**config.mk**
```make
export PLATFORM = sky130hd
export DESIGN_NAME = pwo_output_stage
export DESIGN_NICKNAME = d
export VERILOG_FILES = /design/src/pwo_pkg.sv /design/src/pwo_min_pulse.sv /design/src/pwo_skew_delay.sv /design/src/pwo_output_stage.sv
export VERILOG_INCLUDE_DIRS = /design/src
export SDC_FILE = /design/constraint.sdc
export NUM_CORES = 1
export LEC_CHECK = 0
export BUFFER_PORTS_ARGS = -buffer_cell sky130_fd_sc_hd__buf_2
export CAP_MARGIN = 20
export CELL_PAD_IN_SITES_DETAIL_PLACEMENT = 1
export CELL_PAD_IN_SITES_GLOBAL_PLACEMENT = 2
export CORE_ASPECT_RATIO = 1.25
export CORE_MARGIN = 10
export CORE_UTILIZATION = 24
export DETAILED_ROUTE_END_ITERATION = 12
export PLACE_DENSITY = 0.68
export SYNTH_ARGS = -nofsm -noshare
export SYNTH_HDL_FRONTEND = slang
export SYNTH_HIERARCHICAL = 1
export SYNTH_SLANG_ARGS = --single-unit
```
**constraint.sdc**
```tcl
create_clock -name sys_clk -period 6 [get_ports sys_clk]
set_input_delay 0.9 -clock sys_clk [delete_from_list [all_inputs] [get_ports sys_clk]]
set_output_delay 0.9 -clock sys_clk [all_outputs]
set_load 0.01 [all_outputs]
```
**src/pwo_cfg.svh**
```systemverilog
// Register indices, byte addresses, field positions and masks of the output stage block.
// Assumes it is included by bare name from the top module and the testbench.
`ifndef PWO_CFG_SVH
`define PWO_CFG_SVH

// Register indices; the bus byte address is four times the index
`define PWO_IDX_RATE_BRIDGE 8'h31
`define PWO_IDX_MIN_PULSE 8'h32
`define PWO_IDX_OUT_DELAY 8'h33
`define PWO_IDX_STATUS 8'h38
`define PWO_ADDR_W 12
`define PWO_ADDR_OF(idx) ({2'h0, idx, 2'h0})

// Rate and bridge register fields
`define PWO_BIT_DOUBLE_RATE 7
`define PWO_BIT_PAIR1 4
`define PWO_BIT_PAIR2 3
`define PWO_BIT_A3 2
`define PWO_BIT_B3 1
`define PWO_MASK_RATE_BRIDGE 8'h9E

// Minimum pulse register fields
`define PWO_BIT_MINUS_OFF 7
`define PWO_MIN_LSB 0
`define PWO_MIN_MSB 4
`define PWO_MASK_MIN_PULSE 8'h9F

// Output delay register fields (only the channel skew bits are kept)
`define PWO_SKEW_LSB 5
`define PWO_SKEW_MSB 7
`define PWO_MASK_OUT_DELAY 8'hE0

// Status register fields
`define PWO_BIT_ST_POWERDOWN 0
`define PWO_BIT_ST_REJECTED 1
`define PWO_BIT_ST_PENDING 2

// Reset values and bus constants
`define PWO_RESET_BYTE 8'h00
`define PWO_RESET_WORD 32'h0000_0000
`define PWO_HTRANS_ACTIVE_BIT 1
`define PWO_HRESP_OKAY 1'h0

`endif

```
**src/pwo_pkg.sv**
```systemverilog
// Types shared by the output stage modules.
// Assumes pwo_cfg.svh is reachable on the include path.
package pwo_pkg;

  // Register selected by the captured address phase
  typedef enum logic [2:0] {
    SEL_NONE,
    SEL_RATE_BRIDGE,
    SEL_MIN_PULSE,
    SEL_OUT_DELAY,
    SEL_STATUS
  } pwo_sel_t;

  // Whole state of the top module
  typedef struct packed {
    logic [7:0] shadowCfg;
    logic [7:0] shadowMin;
    logic [7:0] shadowDly;
    logic [7:0] activeCfg;
    logic [7:0] activeMin;
    logic [7:0] activeDly;
    logic phWrite;
    pwo_sel_t phSel;
    logic rejected;
    logic [31:0] rdata;
    logic [5:0] outPlus;
    logic [5:0] outMinus;
  } pwo_top_state_t;

  // State of one minimum pulse stage
  typedef struct packed {
    logic level;
    logic [4:0] held;
  } pwo_min_state_t;

  // State of one skew delay line
  typedef struct packed {
    logic [6:0] hist;
  } pwo_skew_state_t;

endpackage : pwo_pkg

```
**src/pwo_min_pulse.sv**
```systemverilog
// Minimum pulse stage for one channel.
// Assumes mclkTick pulses once per PWM master clock period on sys_clk.
`timescale 1ns/1ps
module pwo_min_pulse #(
  parameter int MIN_W = 5
) (
  input wire logic sys_clk,
  input wire logic reset_n,
  input wire logic mclkTick,
  input wire logic [MIN_W-1:0] minCount,
  input wire logic pulseIn,
  output logic pulseOut
);

  pwo_pkg::pwo_min_state_t s;
  pwo_pkg::pwo_min_state_t next_s;

  // Level follows the input only once it has been held long enough
  always_comb
  begin
    next_s = s;
    if (mclkTick)
    begin
      if (s.level != pulseIn && s.held >= minCount)
      begin
        next_s.level = pulseIn;
        next_s.held = 5'h0;
      end
      else if (s.held != {MIN_W{1'b1}})
      begin
        next_s.held = s.held + 5'h1; // Saturates at the top value
      end
    end
  end

  // State register
  always_ff @(posedge sys_clk or negedge reset_n)
  begin
    if (!reset_n)
      s <= '0;
    else
      s <= next_s;
  end

  assign pulseOut = s.level;
endmodule : pwo_min_pulse

```
**src/pwo_skew_delay.sv**
```systemverilog
// Delay line that shifts the minus output of one pair by whole master clock periods.
// Assumes mclkTick pulses once per PWM master clock period on sys_clk.
`timescale 1ns/1ps
module pwo_skew_delay #(
  parameter int SKEW_W = 3,
  parameter int DEPTH = 7
) (
  input wire logic sys_clk,
  input wire logic reset_n,
  input wire logic mclkTick,
  input wire logic [SKEW_W-1:0] skewCount,
  input wire logic levelIn,
  output logic levelOut
);

  pwo_pkg::pwo_skew_state_t s;
  pwo_pkg::pwo_skew_state_t next_s;

  // History shifts one place per master clock period
  always_comb
  begin
    next_s = s;
    if (mclkTick)
      next_s.hist = {s.hist[DEPTH-2:0], levelIn};
  end

  // State register
  always_ff @(posedge sys_clk or negedge reset_n)
  begin
    if (!reset_n)
      s <= '0;
    else
      s <= next_s;
  end

  // Zero count passes the level straight through
  assign levelOut = (skewCount == '0) ? levelIn : s.hist[skewCount - 3'h1];
endmodule : pwo_skew_delay

```
**src/pwo_output_stage.sv**
```systemverilog
// Top of the PWM output stage configuration, with an AHB-Lite register slave.
// Assumes pwmIn, mclkTick and modulatorPowerdown come from logic on sys_clk.
`timescale 1ns/1ps
`include "pwo_cfg.svh"
module pwo_output_stage #(
  parameter int CHANNELS = 6,
  parameter int MIN_W = 5,
  parameter int SKEW_W = 3,
  parameter int SKEW_DEPTH = 7
) (
  input wire logic sys_clk,
  input wire logic reset_n,
  input wire logic hsel,
  input wire logic [31:0] haddr,
  input wire logic [1:0] htrans,
  input wire logic hwrite,
  input wire logic [2:0] hsize,
  input wire logic [31:0] hwdata,
  input wire logic hready,
  output logic hreadyout,
  output logic hresp,
  output logic [31:0] hrdata,
  input wire logic modulatorPowerdown,
  input wire logic mclkTick,
  input wire logic [CHANNELS-1:0] pwmIn,
  output logic doubleRateSelect,
  output logic [CHANNELS-1:0] fullBridge,
  output logic [CHANNELS-1:0] outPlus,
  output logic [CHANNELS-1:0] outMinus
);

  pwo_pkg::pwo_top_state_t s;
  pwo_pkg::pwo_top_state_t next_s;
  pwo_pkg::pwo_sel_t addrSel;
  logic addrTaken;
  logic [31:0] readNow;
  logic [CHANNELS-1:0] pulsed;
  logic [CHANNELS-1:0] skewed;
  logic [MIN_W-1:0] minCount;
  logic [SKEW_W-1:0] skewCount;
  logic minusOff;
  logic pending;

  // Address phase is taken on a selected active transfer while the bus is ready
  assign addrTaken = hsel && htrans[`PWO_HTRANS_ACTIVE_BIT] && hready;

  // Address decode of the word-aligned register map
  always_comb
  begin
    if (haddr[`PWO_ADDR_W-1:0] == `PWO_ADDR_OF(`PWO_IDX_RATE_BRIDGE))
      addrSel = pwo_pkg::SEL_RATE_BRIDGE;
    else if (haddr[`PWO_ADDR_W-1:0] == `PWO_ADDR_OF(`PWO_IDX_MIN_PULSE))
      addrSel = pwo_pkg::SEL_MIN_PULSE;
    else if (haddr[`PWO_ADDR_W-1:0] == `PWO_ADDR_OF(`PWO_IDX_OUT_DELAY))
      addrSel = pwo_pkg::SEL_OUT_DELAY;
    else if (haddr[`PWO_ADDR_W-1:0] == `PWO_ADDR_OF(`PWO_IDX_STATUS))
      addrSel = pwo_pkg::SEL_STATUS;
    else
      addrSel = pwo_pkg::SEL_NONE;
  end

  // Settings that software has written but the modulators have not yet taken
  assign pending = (s.shadowCfg != s.activeCfg) || (s.shadowMin != s.activeMin) ||
    (s.shadowDly != s.activeDly);

  // Read data: written settings, or the block's own status; unmapped reads zero
  always_comb
  begin
    readNow = `PWO_RESET_WORD;
    if (addrSel == pwo_pkg::SEL_RATE_BRIDGE)
      readNow[7:0] = s.shadowCfg;
    else if (addrSel == pwo_pkg::SEL_MIN_PULSE)
      readNow[7:0] = s.shadowMin;
    else if (addrSel == pwo_pkg::SEL_OUT_DELAY)
      readNow[7:0] = s.shadowDly;
    else if (addrSel == pwo_pkg::SEL_STATUS)
    begin
      readNow[`PWO_BIT_ST_POWERDOWN] = modulatorPowerdown;
      readNow[`PWO_BIT_ST_REJECTED] = s.rejected;
      readNow[`PWO_BIT_ST_PENDING] = pending;
    end
  end

  // Active settings as seen by the output path
  assign minCount = s.activeMin[`PWO_MIN_MSB:`PWO_MIN_LSB];
  assign skewCount = s.activeDly[`PWO_SKEW_MSB:`PWO_SKEW_LSB];
  assign minusOff = s.activeMin[`PWO_BIT_MINUS_OFF];

  // Bridge mode per channel in order A1, B1, A2, B2, A3, B3
  assign fullBridge[0] = s.activeCfg[`PWO_BIT_PAIR1];
  assign fullBridge[1] = s.activeCfg[`PWO_BIT_PAIR1];
  assign fullBridge[2] = s.activeCfg[`PWO_BIT_PAIR2];
  assign fullBridge[3] = s.activeCfg[`PWO_BIT_PAIR2];
  assign fullBridge[4] = s.activeCfg[`PWO_BIT_A3];
  assign fullBridge[5] = s.activeCfg[`PWO_BIT_B3];

  // Rate select drives the interpolation filter oversampling
  assign doubleRateSelect = s.activeCfg[`PWO_BIT_DOUBLE_RATE];

  // Per-channel pulse shaping: minimum width first, then skew of the minus leg
  genvar ch;
  generate
    for (ch = 0; ch < CHANNELS; ch++)
    begin : g_chan
      pwo_min_pulse #(
        .MIN_W(MIN_W)
      ) u_min (
        .sys_clk(sys_clk),
        .reset_n(reset_n),
        .mclkTick(mclkTick),
        .minCount(minCount),
        .pulseIn(pwmIn[ch]),
        .pulseOut(pulsed[ch])
      );
      pwo_skew_delay #(
        .SKEW_W(SKEW_W),
        .DEPTH(SKEW_DEPTH)
      ) u_skew (
        .sys_clk(sys_clk),
        .reset_n(reset_n),
        .mclkTick(mclkTick),
        .skewCount(skewCount),
        .levelIn(pulsed[ch]),
        .levelOut(skewed[ch])
      );
    end
  endgenerate

  // Next state: bus phases, guarded writes, settings transfer and output drive
  always_comb
  begin
    next_s = s;
    // Data phase of a write
    if (s.phWrite)
    begin
      if (s.phSel == pwo_pkg::SEL_STATUS && hwdata[`PWO_BIT_ST_REJECTED])
        next_s.rejected = 1'b0;
      if (s.phSel == pwo_pkg::SEL_RATE_BRIDGE)
      begin
        if (modulatorPowerdown)
          next_s.shadowCfg = hwdata[7:0] & `PWO_MASK_RATE_BRIDGE;
        else
          next_s.rejected = 1'b1;
      end
      else if (s.phSel == pwo_pkg::SEL_MIN_PULSE)
      begin
        if (modulatorPowerdown)
          next_s.shadowMin = hwdata[7:0] & `PWO_MASK_MIN_PULSE;
        else
          next_s.rejected = 1'b1;
      end
      else if (s.phSel == pwo_pkg::SEL_OUT_DELAY)
      begin
        if (modulatorPowerdown)
          next_s.shadowDly = hwdata[7:0] & `PWO_MASK_OUT_DELAY;
        else
          next_s.rejected = 1'b1;
      end
    end
    // Address phase capture; read data is latched here for the data phase
    if (addrTaken)
    begin
      next_s.phWrite = hwrite;
      next_s.phSel = addrSel;
      if (!hwrite)
        next_s.rdata = readNow;
    end
    else
    begin
      next_s.phWrite = 1'b0;
      next_s.phSel = pwo_pkg::SEL_NONE;
    end
    // Settings reach the modulators only while they are powered down
    if (modulatorPowerdown)
    begin
      next_s.activeCfg = s.shadowCfg;
      next_s.activeMin = s.shadowMin;
      next_s.activeDly = s.shadowDly;
    end
    // Outputs rest low in power-down; minus leg follows bridge mode
    for (int i = 0; i < CHANNELS; i++)
    begin
      if (modulatorPowerdown)
      begin
        next_s.outPlus[i] = 1'b0;
        next_s.outMinus[i] = 1'b0;
      end
      else
      begin
        next_s.outPlus[i] = pulsed[i];
        if (!fullBridge[i] && minusOff)
          next_s.outMinus[i] = 1'b0;
        else
          next_s.outMinus[i] = ~skewed[i];
      end
    end
  end

  // State register; reset clears every setting
  always_ff @(posedge sys_clk or negedge reset_n)
  begin
    if (!reset_n)
      s <= '0;
    else
      s <= next_s;
  end

  // Bus answers: zero wait states, always OKAY
  assign hreadyout = 1'b1;
  assign hresp = `PWO_HRESP_OKAY;
  assign hrdata = s.rdata;
  assign outPlus = s.outPlus;
  assign outMinus = s.outMinus;
endmodule : pwo_output_stage

```
# --- Word level (Yosys, flattened, before mapping) ---
# Index checks and enable logic that the tools add are counted.
word_totals:
  ff_bits: 131
classes:
  n_eq_ne: 27
  order_cmp: 7
  bitwise: 9
  mux: 63
  n_addsub: 7
  reduce_logical: 42
ops:
  columns: ["operator", "count"]
  rows:
  - ["two-way mux 5 bit", 13]
  - ["equality test 12 x 8 -> 1 bit (second input constant)", 4]
  - ["two-way mux 1 bit", 35]
  - ["adder 5 x 1 -> 5 bit (second input constant)", 6]
  - [">= comparator 5 bit", 6]
  - ["inequality test 5 bit (second input constant)", 6]
  - ["AND reduction 2 bit", 13]
  - ["binary-select mux 1 bit (select 3 bit)", 6]
  - ["two-way mux 3 bit", 6]
  - ["two-way mux 8 bit", 2]
  - ["logical AND 1 bit", 13]
  - ["equality test 3 x 2 -> 1 bit (second input constant)", 4]
  - ["nonzero test 2 bit", 6]
  - ["NOT 1 bit", 9]
  - ["equality test 3 x 1 -> 1 bit (second input constant)", 2]
  - ["equality test 3 bit (second input constant)", 2]
  - ["inequality test 1 bit", 6]
  - ["inequality test 6 bit", 1]
  - ["inequality test 5 bit", 1]
  - ["AND reduction 5 bit", 1]
  - ["logical NOT 1 bit", 4]
  - ["less-than comparator 3 x 4 -> 1 bit (second input constant)", 1]
  - ["two-way mux 4 bit", 1]
  - ["AND reduction 4 bit", 1]
  - ["5 further kinds", 6]

# --- Longest topological paths before layout ---
logic_depth:
  ltp_word: 10
  mapped_depth: 7

# --- By module ---
# The synthesis kept the hierarchy.
modules_own_cells:
  columns: ["mod", "cells_per_inst", "area_each_um2", "instances"]
  rows:
  - ["pwo_output_stage", 246, 2740.1, 1]
  - ["pwo_min_pulse", 46, 446.7, 6]
  - ["pwo_skew_delay", 29, 377.9, 6]

# --- Least setup slack after synthesis ---
# No wires, ideal clock.
synth_timing:
  path_type: "in2reg"
  start: "input port pwmIn[0]"
  end: "register g_chan[0].u_min/s[3] (netlist bit)"
  n_path_buf: 0
  t_required_ps: 5910
  cell_stages: 5
  setup_ps: 90
  path_slack_ps: 3954
  arrival_ps: 1955
  path_cell_list: "xor2_1 > o21a_1 > a31o_2 > or4b_1 > o221ai_1"
synth_between:
  elab_chain_len: 4
  elab_cells_between_ends: 5
synth_lines:
  columns: ["element", "line", "text"]
  rows:
  - ["from (decl)", "pwo_output_stage.sv:25", "input wire logic [CHANNELS-1:0] pwmIn,"]
  - ["inequality test 1 bit *", "pwo_min_pulse.sv:24", "if (s.level != pulseIn && s.held >= minCount)"]
  - ["logical AND 1 bit *", "pwo_min_pulse.sv:24", null]
  - ["nonzero test 2 bit (no line)", null, null]
  - ["AND reduction 2 bit (no line)", null, null]
  - ["to (signal assigned)", "pwo_min_pulse.sv:42", "s <= next_s;"]
  - ["to (decl)", "pwo_min_pulse.sv:15", "pwo_pkg::pwo_min_state_t s;"]
# Mark *: on every way between the ends. The rest lies on a longest branch, timed or not.
# A chain may end at the register's enable or synchronous reset.

# --- Worst setup path in the final report ---
layout_timing:
  start: "input port mclkTick"
  end: "register g_chan[5].u_min/s[0] (netlist bit)"
layout_between:
  elab_chain_len: 1
layout_lines:
  columns: ["element", "line", "text"]
  rows:
  - ["from (decl)", "pwo_output_stage.sv:24", "input wire logic mclkTick,"]
  - ["AND reduction 2 bit (no line)", null, null]
  - ["to (signal assigned)", "pwo_min_pulse.sv:42", null]
  - ["to (decl)", "pwo_min_pulse.sv:15", null]
# No other way between the ends.

==> summary.md <==
| Metric | Value |
|---|---|
| Status | finished, final reports clean |
| Pwr Density | 384 nW/µm² |
| Routability cong. | 0.714 |
| Post-synthesis compound-gate area fraction | 9.78% |
| Largest net degree at the start of global routing | 83 |
| Finished Cell Area | 8780 µm² |
| All-Layer GR Usage | 9.07% |
| Multi-input logic area | 3800 µm² |
| Sequential power share | 41.3% |
| Routed WL | 17,700 µm |
| Highest achievable clock rate | 428 MHz |
| Leakage | 3.91 nW |
| Post-detail-place hpwl | 13,100 µm |
| Clock buffer depth | 2 |
| Worst skew pair latency | 0.42 ns |
| Synth-to-layout area growth | 14.2% |
| Psw | 1.04 mW |
| CTS resizes | 0 |
| Critical path's slowest cell | buf_4 |
| Die Ht | 220 µm |
| MaxCap Viol Count | 0 |
| Initial Util | 24.3% |
| Mean post-synth cell area | 11.0 µm² |
| Critical path fanouts, max | 55 |
| CP endpoint kind | flop |
| Post-synth top area share | 42.6% |
| Initial antenna violation count | 0 |
| Combinational Power Share | 27.0% |
| Fraction of layout cells with a size suffix above 1 | 27.1% |
| I/O pin count | 135 |
| Drt first pass iters | 4 |
| Buffer count from post-CTS setup fixing | 0 |
| Routed wire length per instance | 15.3 µm |
| Delay of the slowest critical-path stage | 0.63 ns |
| Slew HR | 48.3% |
| Worst endpoint required time | 6.30 ns |
| Core area | 31,700 µm² |
| Clk network pwr share | 31.7% |
| Commonest cells in the netlist | 131 x dfrtp_1, 79 x mux2_2, 65 x inv_1, 54 x ha_1, 53 x buf_4 |
| Area after DPL | 8170 µm² |
| Post-synthesis xor/xnor area fraction | 2.96% |
| Hold Crit Class | reg2reg |
| Post-DR vias/cell | 4.37 |
| Top FF cell, synth | dfrtp_1 |
| Adder-cell area share of the yosys netlist | 8.79% |
| H-Tree Depth | 4 |
| Row count | 73 |
| Final Max Tran Viols | 0 |
| Tcrit/Tclk final | 38.9% |
| Fillers | 3,514 |
| Root Driver | clkbuf_16 |
| Total CTS buffers | 17 |
| WP data arrival | 2.64 ns |
| Critical Path Source Type | primary input |
| Max IR drop VDD | 0.134 mV |
| Clock transition at the registers of the reported paths | 0.05 ns |
| Area contributors post-synth | dfrtp_1 43%, mux2_2 12%, ha_1 8.8% |
| Synth async-reset ratio | 100% |
| Mux cell area share after synthesis | 14.4% |
| ANT nets after route | 0 |
| Unique cell type count in the Yosys netlist | 49 |
| Inserted Diodes | 0 |
| CTS tree | built |
| RSZ-0062 raised after global routing | no |
| Total Power | 3.37 mW |
| Post-synth top area cell | dfrtp_1 |
| Setup tns final | 0 ns |
| Register area share after synthesis | 42.6% |
| First-pass GRT wire length | 29,100 µm |
| Count leader, synth | dfrtp_1 |
| Sw Ratio | 30.7% |
| Final net count | 873 |
| TritonCTS Sinks | 131 |
| Simple-Gate Fraction of Synth Area | 12.3% |
| Internal Power | 2.34 mW |
| Die area | 39,600 µm² |
| Worst-Margin Slew | 0.775 ns |
| Grt total ovfl | 0 |
| Vias in the first global route | 5,493 |
| Hold Violations, Final | 0 |
| Initial DRC Count | 165 |
| Critical setup path kind | in2reg |
| Largest family of logic cells by synthesized area | multiplexers |
| Flops & latches, synth | 131 |
| Setup Skew | 0.00783 ns |
| Post-synth EDFFs | 0 |
| CTS Hold Buffers Added | 0 |
| Critical Path, Cell by Cell | buf_2 -> buf_4 -> o21ai_0 -> mux2_2 |
| Final setup violation count | 0 |
| DR DRC count | 0 |
| Post-Syn Area | 7690 µm² |
| Die width | 180 µm |
| Post-route minimum period | 2.34 ns |
| IO Port Bufs | 60 |
| Vias | 5,077 |
| Yosys warnings | 6 |
| Seq. cell area | 3280 µm² |
| Syn Inst Count | 696 |
==> logic make-up after synthesis <==
| group | count (synthesis) |
|---|---|
| AOI/OAI and AO/OA | 96 |
| xor gates and xnor gates | 26 |
| adders and majority gates | 54 |
| buffers and inverters | 130 |
| DFF | 131 |
| muxes | 91 |
| other | 2 |
| and+or+nand+nor | 166 |
==> flip-flops by register name, indices dropped and copies added, names as in the netlist, 4 cells and up <==
name                   count
minCount                   5
outMinus                   6
g_chan.u_min/s            30
g_chan.u_min/pulseOut      6
g_chan.u_skew/s           42
s                         22
outPlus                    6
fullBridge                 4
hrdata                     8
==> stage by stage <==
step	setup slack [ns]	hold WS, ns	util [%]	std cells
3_5_place_dp	3.21	0.450	25.8	1130
4_1_cts	3.66	0.462	27.7	1161
2_1_floorplan	3.95	0.418	-	720
5_1_grt	3.46	0.477	27.7	1161
6_report	3.66	0.465	27.7	1161
3_3_place_gp	3.21	0.454	25.8	1130
==> final timing paths <==
path                                   from                    end  slack, ns  cells past startpoint
worst max-delay path               mclkTick   g_chan[5].u_min/s[0]       3.66                      4
worst min-delay path                  s[47]                  s[44]       0.46                      1
worst max register to register  minCount[2]   g_chan[0].u_min/s[3]       3.77                      7
worst min register to register        s[47]                  s[44]       0.46                      1
max in group asynchronous           reset_n   g_chan[5].u_min/s[3]       4.28                      2
min in group asynchronous           reset_n  g_chan[0].u_skew/s[1]       0.54                      1
==> area by class of cell <==
| cell class | count | area share [%] |
|---|---|---|
| tap | 412 | 5.87 |
| sequential | 131 | 37.3 |
| clock buffer | 21 | 5.47 |
| inverter | 65 | 2.78 |
| clock inverter | 10 | 1.48 |
| multi-input combinational | 459 | 43.3 |
| timing repair buffer | 63 | 3.75 |
==> power by group through the flow <==
stage / sequential (mW) / clock, mW / combinational, mW
after floorplan: 1.32 / 0 / 0.767
after global placement: 1.40 / 0 / 0.891
after detailed placement: 1.41 / 0 / 0.928
after CTS: 1.40 / 1.11 / 0.934
after global routing: 1.44 / 1.15 / 1.05
final: 1.39 / 1.07 / 0.911
==> metal layers <==
layer | global-route usage (%) | vias to the layer above | routed length (µm) | part of all wire [%]
li1 | - | 2460 | - | -
met1 | 10.1 | 2549 | 7500 | 42
met2 | 16.6 | 54 | 9540 | 54
met3 | 2.02 | 14 | 425 | 2.4
met4 | 3.45 | 0 | 254 | 1.4
met5 | 0 | - | 0 | 0
==> cell usage in the layout, fill, tap and decap left out, drive strengths merged, types with 18 or more instances in the layout <==
cell    count
dfrtp     131
nor2b      19
clkbuf     21
ha         54
inv        65
mux2       79
nand2      44
conb       26
buf        63
nor2       18
==> worst max-delay path: cells and delay by family <==
| family | cells | cell delay [ns] |
|---|---|---|
| buf+inv | 2 | 1.08 |
| mux | 1 | 0.33 |
| compound gates | 1 | 0.29 |
No activity file was read; power rests on OpenSTA's default activity.
